### src/ohbi_pkg.sv
// Constants and types shared by the host bus interface of the display module.
// How it works
// - Four bus modes: 8080, 6800, 3-wire, 4-wire.
// - 6800 mode: read_not_write low writes, high reads.
// - cmd_or_data_sel low: command/status; high: display data.
// - 6800 transfers finish at latch_clk fall, chip selected.
// - 8080 mode uses separate read and write strobes.
// - 8080 read ends at read_strobe_n rise; device drives.
// - 8080 write captured at write_strobe_n rise.
// - First data read after column address is dummy.
// - Serial: bit 0 clock, bit 1 data.
// - 4-wire samples on rising serial clock, selected.
// - Serial modes carry writes only, no reads.
// - hard_init_n low resets all but the pin synchronisers and FIFO storage.
`default_nettype none

package ohbi_pkg;

  // Bus mode strap codes.
  typedef enum logic [1:0] {
    OHBI_MODE_8080 = 2'b00,
    OHBI_MODE_6800 = 2'b01,
    OHBI_MODE_SPI3 = 2'b10,
    OHBI_MODE_SPI4 = 2'b11
  } ohbi_mode_type;

  // One accepted write: selector bit and payload byte.
  typedef struct packed {
    logic       is_data;
    logic [7:0] value;
  } ohbi_word_type;

  // Every pin that comes from the host, sampled as one group.
  typedef struct packed {
    logic          hard_init_n;
    logic [1:0]    mode;
    logic          strobe_a;   // latch_clk (6800) or read_strobe_n (8080).
    logic          strobe_b;   // read_not_write (6800) or write_strobe_n.
    logic          cmd_or_data_sel;
    logic          chip_sel_n;
    logic [7:0]    db;
  } ohbi_pins_type;

  localparam int          OHBI_WORD_W     = 9;
  localparam int          OHBI_FIFO_DEPTH = 16;
  localparam int          OHBI_CNT_W      = 4;
  localparam logic [3:0]  OHBI_SPI4_LAST  = 4'h7;
  localparam logic [3:0]  OHBI_SPI3_LAST  = 4'h8;
  localparam int          OHBI_SCLK_BIT   = 0;
  localparam int          OHBI_SERIAL_IN_LINE_BIT   = 1;
  localparam logic [7:0]  OHBI_BYTE_RST   = 8'h00;
  localparam logic [3:0]  OHBI_CNT_RST    = 4'h0;
  // Idle pin levels: strobes and selects inactive, held in init.
  localparam logic [14:0] OHBI_PINS_RST   = 15'h0d00;

endpackage : ohbi_pkg

`default_nettype wire

### src/ohbi_top.sv
// Host bus interface: write FIFO and the bus decoder for all four modes.
`default_nettype none

////////////////////////////////////////////////////////////////////////////////
// Write FIFO with valid/ready on both sides.
module ohbi_fifo #(
  parameter int WIDTH = 9,
  parameter int DEPTH = 16
) (
  input  wire logic             ref_clk,
  input  wire logic             reset_n,
  input  wire logic             in_valid,
  output logic                  in_ready,
  input  wire logic [WIDTH-1:0] in_data,
  output logic                  out_valid,
  input  wire logic             out_ready,
  output logic      [WIDTH-1:0] out_data
);
  localparam int AW = $clog2(DEPTH);

  logic [WIDTH-1:0] mem_reg [DEPTH];
  logic [AW:0]      wr_ptr_reg;
  logic [AW:0]      rd_ptr_reg;
  logic             push;
  logic             pop;

  // Extra pointer bit tells full from empty.
  assign out_valid = wr_ptr_reg != rd_ptr_reg;
  assign in_ready  = (wr_ptr_reg[AW] == rd_ptr_reg[AW])
                   || (wr_ptr_reg[AW-1:0] != rd_ptr_reg[AW-1:0]);
  assign push      = in_valid && in_ready;
  assign pop       = out_valid && out_ready;
  assign out_data  = mem_reg[rd_ptr_reg[AW-1:0]];

  // Storage is written only, never reset, to keep it plain flops.
  always_ff @(posedge ref_clk) begin
    if (push) begin
      mem_reg[wr_ptr_reg[AW-1:0]] <= in_data;
    end
  end

  // Pointers.
  always_ff @(posedge ref_clk) begin
    if (!reset_n) begin
      wr_ptr_reg <= '0;
      rd_ptr_reg <= '0;
    end else begin
      if (push) begin
        wr_ptr_reg <= wr_ptr_reg + 1'b1;
      end
      if (pop) begin
        rd_ptr_reg <= rd_ptr_reg + 1'b1;
      end
    end
  end
endmodule : ohbi_fifo

////////////////////////////////////////////////////////////////////////////////
// Device end of the host bus.
module ohbi_top (
  input  wire logic                   ref_clk,
  input  wire logic                   reset_n,
  input  wire logic                   hard_init_n,
  input  wire logic [1:0]             bus_mode,
  input  wire logic                   latch_clk_or_read_strobe_n,
  input  wire logic                   read_not_write_or_write_strobe_n,
  input  wire logic                   cmd_or_data_sel,
  input  wire logic                   chip_sel_n,
  input  wire logic [7:0]             db_in,
  output logic      [7:0]             db_out,
  output logic                        db_oe,
  input  wire logic [7:0]             status_in,
  input  wire logic [7:0]             ram_data_in,
  input  wire logic                   col_addr_written,
  output logic                        ram_next,
  output logic                        wr_valid,
  input  wire logic                   wr_ready,
  output ohbi_pkg::ohbi_word_type     wr_word,
  output logic                        bus_ready,
  output logic                        overflow,
  output logic                        init_active
);

  ohbi_pkg::ohbi_pins_type pins_raw;
  ohbi_pkg::ohbi_pins_type s1_reg;
  ohbi_pkg::ohbi_pins_type s2_reg;
  ohbi_pkg::ohbi_pins_type prev_reg;
  ohbi_pkg::ohbi_mode_type mode;
  ohbi_pkg::ohbi_word_type push_word_reg;
  ohbi_pkg::ohbi_word_type par_word;
  ohbi_pkg::ohbi_word_type ser_word;
  logic                    init;
  logic                    selected;
  logic                    par_write;
  logic                    par_read_end;
  logic                    read_drive;
  logic                    ser_rise;
  logic                    ser_done;
  logic                    push_reg;
  logic                    fifo_ready;
  logic [7:0]              shift_reg;
  logic [3:0]              cnt_reg;
  logic [7:0]              read_latch_reg;
  logic                    dummy_reg;
  logic [7:0]              db_out_reg;
  logic                    db_oe_reg;
  logic                    ram_next_reg;
  logic                    overflow_reg;

  assign pins_raw = '{hard_init_n:     hard_init_n,
                      mode:            bus_mode,
                      strobe_a:        latch_clk_or_read_strobe_n,
                      strobe_b:        read_not_write_or_write_strobe_n,
                      cmd_or_data_sel: cmd_or_data_sel,
                      chip_sel_n:      chip_sel_n,
                      db:              db_in};

  //////////////////////////////////////////////////////////////////////////////
  // Two-stage synchroniser for every host pin, then an edge history stage.
  // Only the system reset clears it, so hard_init_n can be seen leaving.
  always_ff @(posedge ref_clk) begin
    if (!reset_n) begin
      s1_reg   <= ohbi_pkg::OHBI_PINS_RST;
      s2_reg   <= ohbi_pkg::OHBI_PINS_RST;
      prev_reg <= ohbi_pkg::OHBI_PINS_RST;
    end else begin
      s1_reg   <= pins_raw;
      s2_reg   <= s1_reg;
      prev_reg <= s2_reg;
    end
  end

  // Hardware initialization holds everything else in reset except the FIFO storage.
  assign init        = !reset_n || !s2_reg.hard_init_n;
  assign init_active = init;
  assign mode        = ohbi_pkg::ohbi_mode_type'(s2_reg.mode);
  // History holds reset levels for one cycle after reset; no edge is read
  // then, so a strobe idling at the other level cannot fake a transfer.
  assign selected    = !s2_reg.chip_sel_n && prev_reg.hard_init_n;

  //////////////////////////////////////////////////////////////////////////////
  // Parallel strobe decoding.
  always_comb begin
    par_write    = 1'b0;
    par_read_end = 1'b0;
    read_drive   = 1'b0;
    unique case (mode)
      ohbi_pkg::OHBI_MODE_8080: begin
        // Write latches on write_strobe_n rise with read strobe idle.
        par_write    = selected && !prev_reg.strobe_b && s2_reg.strobe_b
                     && s2_reg.strobe_a;
        par_read_end = selected && !prev_reg.strobe_a && s2_reg.strobe_a
                     && s2_reg.strobe_b;
        read_drive   = selected && !s2_reg.strobe_a && s2_reg.strobe_b;
      end
      ohbi_pkg::OHBI_MODE_6800: begin
        // Everything completes on the falling edge of latch_clk.
        par_write    = selected && prev_reg.strobe_a && !s2_reg.strobe_a
                     && !s2_reg.strobe_b;
        par_read_end = selected && prev_reg.strobe_a && !s2_reg.strobe_a
                     && s2_reg.strobe_b;
        read_drive   = selected && s2_reg.strobe_a && s2_reg.strobe_b;
      end
      ohbi_pkg::OHBI_MODE_SPI3, ohbi_pkg::OHBI_MODE_SPI4: begin
        // No read path and no parallel writes in serial modes.
        par_write    = 1'b0;
        par_read_end = 1'b0;
        read_drive   = 1'b0;
      end
    endcase
  end

  assign par_word = '{is_data: s2_reg.cmd_or_data_sel,
                      value:   s2_reg.db};

  //////////////////////////////////////////////////////////////////////////////
  // Serial shifter: bit 0 is the clock, bit 1 the data.
  assign ser_rise = (mode == ohbi_pkg::OHBI_MODE_SPI3
                     || mode == ohbi_pkg::OHBI_MODE_SPI4)
                  && selected
                  && !prev_reg.db[ohbi_pkg::OHBI_SCLK_BIT]
                  && s2_reg.db[ohbi_pkg::OHBI_SCLK_BIT];
  assign ser_done = ser_rise
                  && (mode == ohbi_pkg::OHBI_MODE_SPI4
                      ? cnt_reg == ohbi_pkg::OHBI_SPI4_LAST
                      : cnt_reg == ohbi_pkg::OHBI_SPI3_LAST);

  // In 3-wire mode the selector bit sits at shift_reg[7] by the last bit.
  always_comb begin
    if (mode == ohbi_pkg::OHBI_MODE_SPI4) begin
      ser_word = '{is_data: s2_reg.cmd_or_data_sel,
                   value:   {shift_reg[6:0],
                             s2_reg.db[ohbi_pkg::OHBI_SERIAL_IN_LINE_BIT]}};
    end else begin
      ser_word = '{is_data: shift_reg[7],
                   value:   {shift_reg[6:0],
                             s2_reg.db[ohbi_pkg::OHBI_SERIAL_IN_LINE_BIT]}};
    end
  end

  // Deselecting aborts a partial frame so the next one starts aligned.
  always_ff @(posedge ref_clk) begin
    if (init || !selected) begin
      cnt_reg   <= ohbi_pkg::OHBI_CNT_RST;
      shift_reg <= ohbi_pkg::OHBI_BYTE_RST;
    end else if (ser_rise) begin
      shift_reg <= {shift_reg[6:0], s2_reg.db[ohbi_pkg::OHBI_SERIAL_IN_LINE_BIT]};
      cnt_reg   <= ser_done ? ohbi_pkg::OHBI_CNT_RST : cnt_reg + 4'h1;
    end
  end

  //////////////////////////////////////////////////////////////////////////////
  // Accepted writes are staged one cycle, then offered to the FIFO.
  // The host cannot be stalled mid-strobe, so a write that meets a full
  // FIFO is lost and flagged; bus_ready lets the host pace itself.
  always_ff @(posedge ref_clk) begin
    if (init) begin
      push_reg      <= 1'b0;
      push_word_reg <= '0;
    end else begin
      push_reg      <= par_write || ser_done;
      push_word_reg <= par_write ? par_word : ser_word;
    end
  end

  // Sticky overflow flag.
  always_ff @(posedge ref_clk) begin
    if (init) begin
      overflow_reg <= 1'b0;
    end else if (push_reg && !fifo_ready) begin
      overflow_reg <= 1'b1;
    end
  end

  ohbi_fifo #(
    .WIDTH (ohbi_pkg::OHBI_WORD_W),
    .DEPTH (ohbi_pkg::OHBI_FIFO_DEPTH)
  ) u_fifo (
    .ref_clk   (ref_clk),
    .reset_n   (!init),
    .in_valid  (push_reg),
    .in_ready  (fifo_ready),
    .in_data   (push_word_reg),
    .out_valid (wr_valid),
    .out_ready (wr_ready),
    .out_data  (wr_word)
  );

  assign bus_ready = fifo_ready;
  assign overflow  = overflow_reg;

  //////////////////////////////////////////////////////////////////////////////
  // Display read pipeline: each data read returns the byte fetched by the
  // previous one, so the first read after a column address is a dummy.
  always_ff @(posedge ref_clk) begin
    if (init) begin
      read_latch_reg <= ohbi_pkg::OHBI_BYTE_RST;
      dummy_reg      <= 1'b1;
      ram_next_reg   <= 1'b0;
    end else begin
      ram_next_reg <= par_read_end && s2_reg.cmd_or_data_sel;
      if (par_read_end && s2_reg.cmd_or_data_sel) begin
        read_latch_reg <= ram_data_in;
      end
      // A column write wins over a read ending in the same cycle.
      if (col_addr_written) begin
        dummy_reg <= 1'b1;
      end else if (par_read_end && s2_reg.cmd_or_data_sel) begin
        dummy_reg <= 1'b0;
      end
    end
  end

  assign ram_next = ram_next_reg;

  // Bus drive: status for cmd_or_data_sel low, latched data for high.
  always_ff @(posedge ref_clk) begin
    if (init) begin
      db_out_reg <= ohbi_pkg::OHBI_BYTE_RST;
      db_oe_reg  <= 1'b0;
    end else begin
      db_oe_reg  <= read_drive;
      // The dummy read returns a fixed byte rather than a stale one.
      db_out_reg <= !s2_reg.cmd_or_data_sel ? status_in
                  : dummy_reg ? ohbi_pkg::OHBI_BYTE_RST
                  : read_latch_reg;
    end
  end

  assign db_out = db_out_reg;
  assign db_oe  = db_oe_reg;

endmodule : ohbi_top

`default_nettype wire

### config.mk
export PLATFORM = sky130hd
export DESIGN_NAME = ohbi_top
export DESIGN_NICKNAME = d
export VERILOG_FILES = /design/src/ohbi_pkg.sv /design/src/ohbi_top.sv
export SDC_FILE = /design/constraint.sdc
export NUM_CORES = 1
export LEC_CHECK = 0
export ABC_CLOCK_PERIOD_IN_PS = 1900
export BUFFER_PORTS_ARGS = -buffer_cell sky130_fd_sc_hd__buf_2
export CAP_MARGIN = 25
export CORE_MARGIN = 8
export CORE_UTILIZATION = 54
export CTS_CLUSTER_SIZE = 28
export DETAILED_ROUTE_END_ITERATION = 8
export PLACE_DENSITY = 0.73
export SYNTH_ARGS = -nofsm -noshare
export SYNTH_HDL_FRONTEND = slang
export SYNTH_SLANG_ARGS = --single-unit
### constraint.sdc
create_clock -name ref_clk -period 1.9 [get_ports ref_clk]
set_input_delay 0 -clock ref_clk [delete_from_list [all_inputs] [get_ports ref_clk]]
set_output_delay 0 -clock ref_clk [all_outputs]
set_load 0.01 [all_outputs]
# After elaboration in Yosys (flattened, before gate mapping)
# Memories as Yosys holds them, arrays and structs flattened. A register that Yosys moved wholly into a read port is not among the register bits.
# Cells that the tools add are included.
# word_totals
regBits	86
ramBits	144
input_bits	35
out_inout_bits	23
wordCells	97
mem_count	1
# mem_list
name	words	word_bits	read_ports	rd_clocked_by_memory_dff	wr	line	source
u_fifo.mem_reg	16	9	1	1	1	ohbi_top.sv:21	logic [WIDTH-1:0] mem_reg [DEPTH];
# classes
addsub	3
eq_ne	8
muxes	13
reduce_logical	41
# ops
op	count
$logic_and A1 B1 Y1	23
$mux W9	2
$mux W8	2
$mux W4	3
$add A5 B1 Y5 const B	2
$logic_not A1 Y1	10
$pmux W1 S3	3
$logic_or A1 B1 Y1	5
$ne A5 B5 Y1	1
$add A4 B1 Y4 const B	1
$eq A2 B2 Y1 const B	2
$eq A4 B3 Y1 const B	1
$eq A4 B4 Y1 const B	1
$ne A4 B4 Y1	1
$reduce_or A2 Y1	2
$mux W1	3
$eq A2 B1 Y1 const B	1
$logic_not A2 Y1	1
$eq A1 B1 Y1	1

# Longest topological paths before layout
# Gate-level depths: netlist of the first run.
# logic_depth
depth_word	7
mapped_depth	6
mapped_depth_nobuf	5

# By module
# From an unflattened synthesis of the first run, not the netlist that was laid out.
# unflattened
cells_unflattened	571
hier_area_um2	9107.5
# modules_own_cells
module	n_inst	cells_per_inst	area_each_um2	seq_area_each_um2
ohbi_fifo	1	306	6436.2	4604.4
ohbi_top	1	265	2671.3	1521.5

# Worst setup path after synthesis of the first run
# No wires, ideal clock.
# synth_timing
path_type	register to register
start	register u_fifo.wr_ptr_reg[3]
end	memory u_fifo.mem_reg[15][0] (enable)
setup_ns	0.381
t_arrival_ns	1.508
t_required_ns	1.519
path_slack_ns	0.011
path_stages_with_launch	6
path_buffers	2
synth_period_minus_slack_ns	1.889
cell_sequence	dfxtp_1 > buf_2 > xor2_1 > nor4_4 > buf_4 > a21oi_1
# synth_between
elab_chain_len	5
# synth_rtl
element	line	source
from (decl)	ohbi_top.sv:22	logic [AW:0] wr_ptr_reg;
from (signal assigned)	ohbi_top.sv:49	wr_ptr_reg <= wr_ptr_reg + 1'b1;
$ne A4 B4 Y1	ohbi_top.sv:30	|| (wr_ptr_reg[AW-1:0] != rd_ptr_reg[AW-1:0]);
$logic_or A1 B1 Y1	ohbi_top.sv:30	
$logic_and A1 B1 Y1	ohbi_top.sv:31	assign push = in_valid && in_ready;
$mux W1	ohbi_top.sv:37	if (push) begin
$mux W1 (not written as such)	ohbi_top.sv:38	mem_reg[wr_ptr_reg[AW-1:0]] <= in_data;
to (decl)	ohbi_top.sv:21	
# Several ways; a longest one is shown, not always the timed one.

==> out/results.txt, run 1 <==
The flow ran to the end, but the final reports show violations. The final reports fail on negative setup slack. The tools report the final-report hold violation count as 0.

Among cell families on the critical path, the largest total delay comes from multiplexers. The number of clock buffers added by TritonCTS is 24. Yosys mapped a number of flops with a built-in enable equal to 144. The most used flip-flop cell after synthesis is sky130_fd_sc_hd__edfxtp_1. The cell leakage power came out at 4.26 nW. The worst-case setup margin in the final layout is -0.425 ns, and the total of buffers placed on input and output ports is 57. The logs give 3 for the deepest clock path buffer count and 0 for the antenna diode count. The count of state elements after synthesis is 234, and the number of clock sinks is 234. The largest fanout on the critical path is 7.

IR analysis of the VDD net gives a maximum drop of 0.000624 V. After detailed routing, the number of vias per cell comes to 5.68. The number of nets handed over by synthesis was 603.

The proportion of layout cells with a drive suffix above 1 is 0.290. The cell that appears most often on the critical path is sky130_fd_sc_hd__mux4_2. The area of placed instances came out at 0.00979 sq mm. The die area is 0.0210 sq mm, and the setup total negative slack is -3.69 ns.

In the layout the commonest cells are 144 x sky130_fd_sc_hd__edfxtp_1, 86 x sky130_fd_sc_hd__dfxtp_1, 50 x sky130_fd_sc_hd__buf_2, 45 x sky130_fd_sc_hd__mux4_2, 43 x sky130_fd_sc_hd__buf_4. For the initial core utilization, the log shows 0.546. The endpoint required time on the critical path is 1.90 ns, and the wire length of the first global-routing pass is 31.2 mm.

Based on the critical path, the design can be clocked at up to 430 MHz. The worst path arrival time came out at 2.32 ns. The sum of net half-perimeters after detailed placement came out at 12.6 mm.

In the final routed layout, each cell accounts on average for 21.2 um. The delay of the slowest cell on the worst path is 0.50 ns, and the number of flip-flops in the largest register is 144. For this design the ratio of total power to cell area is 921 mW/mm^2. The signal on the critical path passes through buf_4 -> buf_12 -> mux4_2 -> mux4_2 -> buf_6.

The clock insertion delay at the later pin of the skew report came out at 0.51 ns. The area added between synthesis and finish was 24.4%. The instance count of the mapped netlist is 562, and the max-cap check violation count is 0. The tools report the final setup skew as 0.0119 ns. The number of DRC violations after detailed-routing iteration 0 is 522.

The type of the worst setup path is register to output pin. The number of primary I/O pins came out at 58. The number of distinct library cells after synthesis was 50.

After detailed routing, the number of remaining DRC violations is 0. The final critical-path required period works out to 2.32 ns. Via count of the first global-routing pass: 5501. The tools report the pre-CTS setup slack as 0.0810 ns. Setup repair after global routing could not meet its margin everywhere.

The worst setup path is launched from a register. The tools report the initial antenna violation count as 0. After clock tree synthesis, the clock-pin slew on the worst setup and hold paths is 0.06 ns. The vertical die dimension was 145 um. The critical path contains buffers and inverters numbering 3 combined.

The master of the slowest instance on the critical path was sky130_fd_sc_hd__mux4_2. Relative slew slack: 0.557. The final-report max-slew violation count was 0. In this run the cell area of the synthesized design comes to 0.00897 sq mm. The tree is rooted in a sky130_fd_sc_hd__clkbuf_16. The final layout contains routed wiring with a total length of 20.2 mm.

The net count of the finished layout is 754. TritonCTS built the clock tree. The register area share after synthesis is 0.683.

For this run the aggregate overflow at the end of global routing stands at 0. The share of the cycle needed by the critical path after routing was 1.22; the synthesized area per cell was 16.0 sq um. The largest net degree at the start of global routing is 37, and the core box area is 0.0164 sq mm. The number of levels the H-tree was split into was 1; the total of endpoints with negative setup slack in the final report was 9. The detailed-router iteration count before antenna repair came out at 7.

In this run the worst hold path is classified as primary input to register. The library cell used most frequently in the layout, excluding fill and tap cells, is sky130_fd_sc_hd__edfxtp_1. The kind of capture point of the worst setup path was an output pin. The global-route total usage across every layer was 0.199. The finished cells cover 0.0112 sq mm.

The layout has 1084 filler cells. The count of nets left with antenna violations once routing finished came out at 0. The global placer's final weighted congestion was 0.879; the number of synthesis warnings was 0. For the pin with the worst max-slew slack, the measured transition is 0.663 ns. The die is 145 um wide. The placement row count was 47. The share of flip-flops with an asynchronous set or reset works out to 0. The total vias in the final route came out at 5397.
==> where the power goes <==
part	switching, W	total [W]	internal [W]
Combinational	0.0000630	0.000174	0.000111
Clock	0.00186	0.00473	0.00286
Sequential	0.0000153	0.00538	0.00536
Total	0.00194	0.0103	0.00834
==> synth_stat cells, types with 3 or more instances <==
| cell type | instances | area, sq um |
|---|---|---|
| sky130_fd_sc_hd__edfxtp_1 | 144 | 4320 |
| sky130_fd_sc_hd__dfxtp_1 | 90 | 1800 |
| sky130_fd_sc_hd__nand2_1 | 36 | 135 |
| sky130_fd_sc_hd__a21oi_1 | 32 | 160 |
| sky130_fd_sc_hd__and2_1 | 27 | 169 |
| sky130_fd_sc_hd__mux4_2 | 25 | 563 |
| sky130_fd_sc_hd__mux4_1 | 20 | 526 |
| sky130_fd_sc_hd__nand2b_1 | 20 | 125 |
| sky130_fd_sc_hd__and3_1 | 17 | 106 |
| sky130_fd_sc_hd__clkbuf_1 | 16 | 60.1 |
| sky130_fd_sc_hd__mux2i_1 | 14 | 140 |
| sky130_fd_sc_hd__nand3_1 | 13 | 65.1 |
| sky130_fd_sc_hd__nor2_1 | 13 | 48.8 |
| sky130_fd_sc_hd__nand3b_1 | 11 | 82.6 |
| sky130_fd_sc_hd__o21ai_0 | 10 | 50.1 |
| sky130_fd_sc_hd__inv_1 | 7 | 26.3 |
| sky130_fd_sc_hd__ha_1 | 6 | 75.1 |
| sky130_fd_sc_hd__xor2_1 | 5 | 43.8 |
| sky130_fd_sc_hd__buf_2 | 4 | 20.0 |
| sky130_fd_sc_hd__buf_4 | 4 | 30.0 |
| sky130_fd_sc_hd__nor2b_1 | 4 | 25.0 |
| sky130_fd_sc_hd__a211o_1 | 3 | 26.3 |
| sky130_fd_sc_hd__nand4_1 | 3 | 18.8 |
| sky130_fd_sc_hd__o21ai_1 | 3 | 15.0 |
==> layout make-up <==
class,instances,area (sq um),area share
Sequential cell,234,6130,0.550
Multi-Input combinational cell,292,2600,0.233
Timing Repair Buffer,153,1300,0.116
Clock buffer,36,749,0.0672
Tap cell,220,275,0.0247
Clock inverter,8,72.6,0.00650
Inverter,8,30.0,0.00269
==> repair_timing <==
action | 4_1_cts | 5_1_grt
cloned | 3 | 1
pin swaps | 0 | 3
hold buffers | 39 | 0
buffers inserted | 3 | 2
endpoints found under the hold margin | 49 | 0
setup endpoints to repair | 10 | 44
resized for setup | 31 | 15
==> metal layers <==
metal  vias to the layer above  GRT usage  part of all wire
li1                       2440          -                 -
met1                      2691      0.242              0.38
met2                       237      0.351              0.53
met3                        29     0.0440             0.075
met4                         0     0.0520             0.018
met5                         -          0                 0
==> cell families (layout without fill, tap and decap cells) <==
| logic type | after synthesis | count (layout) | share of synthesized area |
|---|---|---|---|
| compound gates | 64 | 64 | 0.0441 |
| xor+xnor | 7 | 7 | 0.00684 |
| fa+ha+maj | 6 | 6 | 0.00837 |
| buf+inv | 36 | 205 | 0.0215 |
| flops | 234 | 234 | 0.683 |
| mux | 59 | 59 | 0.137 |
| simple gates | 156 | 156 | 0.0989 |
==> tightest hold or removal path, stage by stage <==
cell and delay (ns):
sky130_fd_sc_hd__dlygate4sd3_1 0.52, sky130_fd_sc_hd__buf_2 0.09, sky130_fd_sc_hd__and2_1 0.10
==> worst paths after layout <==
| check | startpoint | end | slack [ns] | cells after the start |
|---|---|---|---|---|
| max | register | wr_word[0] | -0.42 | 5 |
| min | bus_mode[0] | s1_reg[12]$_SDFF_PN0_ | 0.24 | 3 |
| max reg2reg | u_fifo.wr_ptr_reg[0]$_SDFFE_PP0P_ | u_fifo.mem_reg[0][4]$_DFFE_PP_ | 0.08 | 6 |
| min reg2reg | s1_reg[8]$_SDFF_PN1_ | s2_reg[8]$_SDFF_PN1_ | 0.41 | 1 |
==> stage by stage <==
stage | power [W] | cells | hold WS, ns | util
3_5_place_dp | 0.00560 | 859 | 0.185 | 0.597
6_report | 0.0103 | 951 | 0.238 | 0.680
4_1_cts | 0.0104 | 948 | 0.220 | 0.677
2_1_floorplan | 0.00554 | 562 | 0.0730 | -
3_3_place_gp | 0.00559 | 859 | 0.182 | 0.597
5_1_grt | 0.0106 | 951 | 0.239 | 0.680
No activity file was read; power rests on OpenSTA's default activity.
==> inputs of run 2 (changes only) <==
--- a/constraint.sdc
+++ b/constraint.sdc
@@ -3,2 +3,2 @@
 set_output_delay 0 -clock ref_clk [all_outputs]
-set_load 0.01 [all_outputs]
+set_load 0.1 [all_outputs]
==> run 2 against run 1 <==
Against the previous run:
- the run still ends with negative setup slack left
- register-to-register slack improved by 0.03 ns
- final cell count increased by 0.32%
- power decreased by 4.1%
- flip-flop and latch count did not move
- clock-buffer cell count fell by 7
- first-iteration DRC count decreased by 21%
==> out/results.txt, run 2 (same netlist as run 1, synthesis figures left out) <==
The number of buffers created by CTS is 23, and the via count of the first global-routing pass is 5507. The tools report the max-cap check violation count as 0. The final-report hold violation count is 0.

STA classifies the critical path endpoint as an output pin. The run finished, with violations left. The checks that failed: negative setup slack. Most frequent standard cell in the layout excluding fill and tap cells: sky130_fd_sc_hd__edfxtp_1. Detailed placement finished with a half-perimeter wire length of 11.8 mm.

The logs give 0 for the remaining routing DRC violations and 0.0160 ns for the final setup skew. The total length of routed wires is 19.9 mm. The area taken by multi-input logic gates was 0.00265 sq mm; the worst reg-to-reg path cell count was 5. The area added between synthesis and finish is 25.6%, and the endpoint required time on the critical path is 1.90 ns. After layout, the minimum clock period comes to 2.41 ns. Clock latency on the worst-skew pair, taken at its later pin, is 0.50 ns.

The most frequent cell on the critical path was sky130_fd_sc_hd__mux4_2. The filler cells instantiated in the layout total 1042. In this run the remaining antenna-violating nets after routing total 0. The die area is 0.0210 sq mm, and the worst-case setup margin in the final layout is -0.513 ns.

In this run the worst setup path terminates at wr_word[0]. The clock root buffer master was sky130_fd_sc_hd__clkbuf_16. Launch point of the worst reg-to-reg path: u_fifo.rd_ptr_reg[3]$_SDFFE_PP0N_.

Registers take 0.00613 sq mm. After detailed routing, the number of vias per cell comes to 5.66. Entering global routing, the biggest net connects 37 pins. Pin placement for this block handled 58 I/O pins. The final-report max-slew violation count was 0. Dividing the detail-routed wire length by the instance count gives 20.8 um. The logs give 5 for the detailed-router iteration count before antenna repair and 0.192 for the global-route total usage across every layer. The tools report the end-of-flow core utilization as 0.686. The number of clock sinks is 234. The critical path goes through buf_12 -> buf_16 -> mux4_2 -> mux4_2 -> buf_6. Leaving out fill and tap cells, the most frequent cells in the layout are 144 x sky130_fd_sc_hd__edfxtp_1, 88 x sky130_fd_sc_hd__dfxtp_1, 47 x sky130_fd_sc_hd__buf_2, 45 x sky130_fd_sc_hd__buf_4, 40 x sky130_fd_sc_hd__dlygate4sd3_1. The register with the most flip-flops in the layout has 144 of them. The vertical die dimension is 145 um. Together, buffers and inverters on the worst path number 3. The logs give 0.00986 W for the total power draw and 5398 for the total vias in the final route.

The deepest clock path buffer count is 3, and the worst hold slack across all endpoints is 0.241 ns. The min-delay analysis places its worst path in the category primary input to register. In this run the core area contains 47 standard-cell rows.

The highest ir drop seen on vdd came out at 0.000625 V. The final net count was 758; the clock-pin slew on the worst setup and hold paths was 0.06 ns. TritonCTS built the clock tree. The share of the cycle needed by the critical path after routing was 1.27. The type of the worst setup path was register to output pin.

The transition time at the pin with the least slew margin is 0.591 ns, and the power density over the cells is 875 mW/mm^2. In this run, the number of DRC markers left after iteration 0 of detailed routing was 410. The proportion of layout cells with a drive suffix above 1 is 0.258, and the number of levels the H-tree was split into is 1. The first global-routing pass estimated 30.3 mm of wire.

For the relative slew slack, the log shows 0.605. For the top achievable clock speed, the log shows 414 MHz. The floorplan step defined a core boundary enclosing 0.0164 sq mm. Setup violations remaining at the end of the flow were counted as 9.

Grouping stages by cell kind, the critical path spends the most delay in multiplexers. The tools report the initial antenna violation count as 0. The worst setup path is launched from a register.

In this run the worst path has a maximum fanout of 5. On the worst path, the slowest cell contributes a delay of 0.51 ns. The total of buffers placed on input and output ports was 57; the initial core utilization was 0.546. On the critical path, the stage with the largest delay is an instance of sky130_fd_sc_hd__mux4_2.

The global placer's final weighted congestion was 0.819. For the register-to-register setup slack, the log shows 0.11 ns. In this run the static leakage power is 4.31 nW. The worst path arrival time came out at 2.41 ns. For this run the aggregate overflow at the end of global routing stands at 0.

The number of cells on the critical path came out at 5. Setup repair after global routing could not meet its margin everywhere. The floorplan step set the die width to 145 um. The endpoint identified for the worst register-to-register timing path is u_fifo.mem_reg[11][6]$_DFFE_PP_.
## run 2: worst min-delay path by stage
stage	to	cells after the start	from	slack, ns
floorplan	s2_reg[8]$_SDFF_PN1_	1	reset_n	0.07
finish	dummy_reg$_SDFFE_PP1P_	3	col_addr_written	0.24
CTS	dummy_reg$_SDFFE_PP1P_	3	col_addr_written	0.22
global route	dummy_reg$_SDFFE_PP1P_	3	col_addr_written	0.25
detailed placement	s1_reg[11]$_SDFF_PN1_	2	latch_clk_or_read_strobe_n	0.18
global placement	s1_reg[10]$_SDFF_PN1_	2	read_not_write_or_write_strobe_n	0.18
## run 2: layout make-up
type,instances,share of cell area
diodes,1,0.000222
clock buffers,29,0.0531
clock inverters,12,0.00989
inverters,8,0.00267
multi-input cells,292,0.235
flip-flops and latches,234,0.544
well taps,220,0.0244
repair buffers,158,0.130
## run 2: where the power goes
group          total (W)  switching [W]  internal (W)
Clock            0.00428        0.00178       0.00250
Combinational   0.000199      0.0000863      0.000113
Sequential       0.00538      0.0000144       0.00536
## run 2: per-stage QoR
stage	cells	worst slack, ns	cell area (sq um)	TNS, ns
floorplan	562	-0.00783	8980	-0.0705
global placement	863	-0.00316	9900	-0.00316
detailed placement	863	-0.0432	9900	-0.156
CTS	947	-0.517	11200	-4.41
global route	953	-0.548	11300	-4.79
finish	954	-0.513	11300	-4.39
## run 2: worst reg2reg max path, cell delays in order (launching register included)
cell,delay (ns)
sky130_fd_sc_hd__dfxtp_1,0.40
sky130_fd_sc_hd__xor2_1,0.26
sky130_fd_sc_hd__nor4_4,0.09
sky130_fd_sc_hd__a21oi_4,0.28
sky130_fd_sc_hd__and3_1,0.27
sky130_fd_sc_hd__buf_4,0.19
## run 2: repair_timing
| action | CTS | global route |
|---|---|---|
| pin swaps | 0 | 2 |
| setup endpoints to repair | 21 | 16 |
| cloned | 2 | 2 |
| setup buffers | 1 | 4 |
| hold buffers | 40 | 0 |
| gates resized for setup | 32 | 15 |
| endpoints found under the hold margin | 47 | 0 |
## run 2: metal layers
layer / share of wire / global-route usage / routed length, um / up-vias
li1: - / - / - / 2453
met1: 0.39 / 0.229 / 7700 / 2722
met4: 0.024 / 0.0635 / 476 / 0
met5: 0 / 0 / 0 / -
met2: 0.54 / 0.347 / 10600 / 186
met3: 0.053 / 0.0295 / 1040 / 37
==> inputs of run 3 (changes only) <==
- GPL_TIMING_DRIVEN: default -> 0
==> run 3 against run 2 <==
Against the previous run:
- the run still ends with negative setup slack left
- combinational power decreased by 3%
- worst hold slack got worse by 0.016 ns
- sequential share of layout area increased by 0.92 points
- clock skew increased by 0.0054 ns
- clock-buffer cell count increased by 10
- setup slack improved by 0.010 ns
- wire length decreased by 3.3%
- largest power group unchanged
==> out/results.txt, run 3 (same netlist as run 1, synthesis figures left out) <==
Together, buffers and inverters on the worst path number 3. End-of-flow core utilization: 0.676. Share of the cycle needed by the critical path after routing: 1.26. Setup total negative slack: -4.39 ns.

The register-to-register setup slack is 0.01 ns, and the number of primary I/O pins is 58. The worst setup path is launched from a register. The tools report the clock insertion delay at the later pin of the skew report as 0.50 ns.

The critical path goes through buf_12 -> clkbuf_16 -> mux4_2 -> mux4_2 -> buf_12. For the proportion of power drawn by the clock network, the log shows 0.435. The tools report the startpoint of the worst hold path as col_addr_written.

For the final-report max-slew violation count, the log shows 0. The floorplan step defined a die boundary enclosing 0.0210 sq mm. The worst reg-to-reg path cell count is 6.

After detailed routing, no signal wire sits above met4. Share of power burned in combinational logic: 0.020. The run gives 0.182 as the global-route total usage across every layer. Wire length of the first global-routing pass: 29.0 mm.

The delay of the slowest cell on the worst path works out to 0.53 ns. The initial core utilization was 0.546; the power density over the cells was 889 mW/mm^2. The logs give 5415 for the via count of the first global-routing pass and 1046 for the final-layout fill cell count. The routed design uses 1.13 mm of met3 wire.

The total met2 wirelength after detailed routing came out at 10.0 mm. The path with the worst hold slack has its endpoint at dummy_reg$_SDFFE_PP1P_. The relative slew slack came out at 0.513. The cell family contributing the most delay on the critical path was multiplexers. Across the run, the number of max-cap violations was 0.

The area added between synthesis and finish is 23.7%. The number of levels the H-tree was split into is 1. TritonCTS built the clock tree. Register share of total power: 0.545. The run gives 11 as the total of endpoints with negative setup slack in the final report. No sink is reached through more buffers than the 3 on the longest clock path. The worst hold path depth came out at 3.

Type of the worst setup path: register to output pin. The horizontal die dimension is 145 um. Clock tree synthesis selected as its root buffer the cell sky130_fd_sc_hd__clkbuf_16.

The tools report the remaining routing DRC violations as 0. CTS saw 234 sinks. At the worst endpoint, the arrival time is 2.40 ns. In the routed layout, each cell is associated on average with a via count of 5.53. The flow ran to the end, but the final reports show violations.

The number of flip-flops in the largest register came out at 144. The proportion of layout cells with a drive suffix above 1 works out to 0.272. Summing all flip-flop and latch instances after layout gives 0.00614 sq mm. Summing over every cut layer, the via total after detailed routing is 5166. During placement, the flow inserted port buffers numbering 57.

The total global routing overflow is 0. IR analysis of the VDD net gives a maximum drop of 0.000649 V. The run gives 7.60 mm as the detailed-route wire length on metal 1. The number of buffers created by CTS came out at 23. For the final-report hold violation count, the log shows 0.

After floorplanning, the core was sized to cover 0.0164 sq mm. Data on the critical path is required at its endpoint by 1.90 ns. The wire length per cell after detailed routing came out at 20.6 um.

The detailed-router iteration count before antenna repair came out at 5. Setup repair after global routing could not meet its margin everywhere. The initial antenna violation count was 0; the proportion of total power due to net switching was 0.186. In this run the power spent charging and discharging nets is 0.00184 W.

Area taken by multi-input logic gates: 0.00271 sq mm. Path type of the worst min-delay path: primary input to register. Worst-case setup margin in the final layout: -0.502 ns. Most frequent standard cell in the layout excluding fill and tap cells: sky130_fd_sc_hd__edfxtp_1. Summed over all cells, the static leakage comes to 4.10 nW.

The total length of routed wires was 19.2 mm; the antenna diode count was 0. The tools report the final setup skew as 0.0214 ns. The logs give 11.4 mm for the sum of net half-perimeters after detailed placement and 389 for the number of DRC violations after detailed-routing iteration 0. The top achievable clock speed was 416 MHz. Among all stages on the critical path, the largest delay is contributed by sky130_fd_sc_hd__mux4_2.

Clock-pin slew was measured on the worst setup and hold paths at 0.06 ns. Leaving out fill and tap cells, the most frequent cells in the layout are 144 x sky130_fd_sc_hd__edfxtp_1, 84 x sky130_fd_sc_hd__dfxtp_1, 47 x sky130_fd_sc_hd__buf_2, 42 x sky130_fd_sc_hd__mux4_2, 37 x sky130_fd_sc_hd__dlygate4sd3_1. The placement row count came out at 47.

In this run the critical register-to-register path is captured at u_fifo.mem_reg[15][7]$_DFFE_PP_. The transition time at the pin with the least slew margin is 0.730 ns, and the global placer's final weighted congestion is 0.826. In this run the worst path has a maximum fanout of 9. Measured along the y axis, the die boundary spans 145 um. The kind of capture point of the worst setup path is an output pin. The detail route stage leaves a number of antenna-violating nets equal to 0.

The final critical-path required period works out to 2.40 ns. The startpoint identified for the worst register-to-register timing path is u_fifo.wr_ptr_reg[2]$_SDFFE_PP0P_. The checks that failed: negative setup slack. The internal portion of total power is 0.00802 W.

Entering global routing, the biggest net connects 17 pins. The tools report the final net count as 739.
run 3: repair_timing:
item	in CTS	in global routing
resized for setup	92	26
pin swaps	3	2
endpoints found under the setup margin	154	93
gates cloned	2	2
setup buffers	8	5
endpoints found under the hold margin	46	0
hold buffers	37	0
run 3: worst max path at each step:
stage	start	end	depth (start not counted)
2_1_floorplan	u_fifo.wr_ptr_reg[3]$_SDFFE_PP0P_	u_fifo.mem_reg[15][0]$_DFFE_PP_	5
3_3_place_gp	u_fifo.wr_ptr_reg[3]$_SDFFE_PP0P_	u_fifo.mem_reg[15][7]$_DFFE_PP_	5
3_5_place_dp	register	wr_word[6]	5
5_1_grt	register	wr_word[0]	6
4_1_cts	register	wr_word[1]	5
6_report	register	wr_word[4]	5
run 3: layout make-up:
cell class | instances | area share
inverter | 8 | 0.00271
clock buffer | 39 | 0.0648
timing repair buffer | 111 | 0.0898
tap | 220 | 0.0248
multi-input combinational | 293 | 0.245
clock inverter | 2 | 0.000677
sequential | 234 | 0.554
buffer | 27 | 0.0190
run 3: through the flow:
| stage | power [W] | setup slack, ns | instances | hold WS, ns | cell area (sq um) |
|---|---|---|---|---|---|
| floorplan | 0.00556 | -0.00783 | 562 | 0.0730 | 8980 |
| global placement | 0.00561 | -0.561 | 839 | 0.180 | 9540 |
| detailed placement | 0.00562 | -0.446 | 840 | 0.183 | 9550 |
| CTS | 0.00990 | -0.528 | 928 | 0.216 | 10900 |
| global route | 0.0101 | -0.546 | 934 | 0.232 | 11100 |
| finish | 0.00986 | -0.502 | 934 | 0.225 | 11100 |
run 3: power groups by stage:
stage	clock (W)	combinational (W)	sequential [W]
after floorplan	0	0.0000597	0.00550
after global placement	0	0.000127	0.00548
after detailed placement	0	0.000131	0.00549
after CTS	0.00434	0.000190	0.00538
after global routing	0.00455	0.000208	0.00537
final	0.00429	0.000193	0.00537
run 3: routing by layer:
metal	GRT usage	vias up
li1	-	2411
met1	0.220	2551
met5	0	-
met3	0.0354	31
met4	0.0591	0
met2	0.323	173
run 3: worst min-delay path, stage by stage:
cell                            delay, ns
sky130_fd_sc_hd__dlygate4sd3_1       0.52
sky130_fd_sc_hd__buf_2               0.10
sky130_fd_sc_hd__a211o_1             0.07
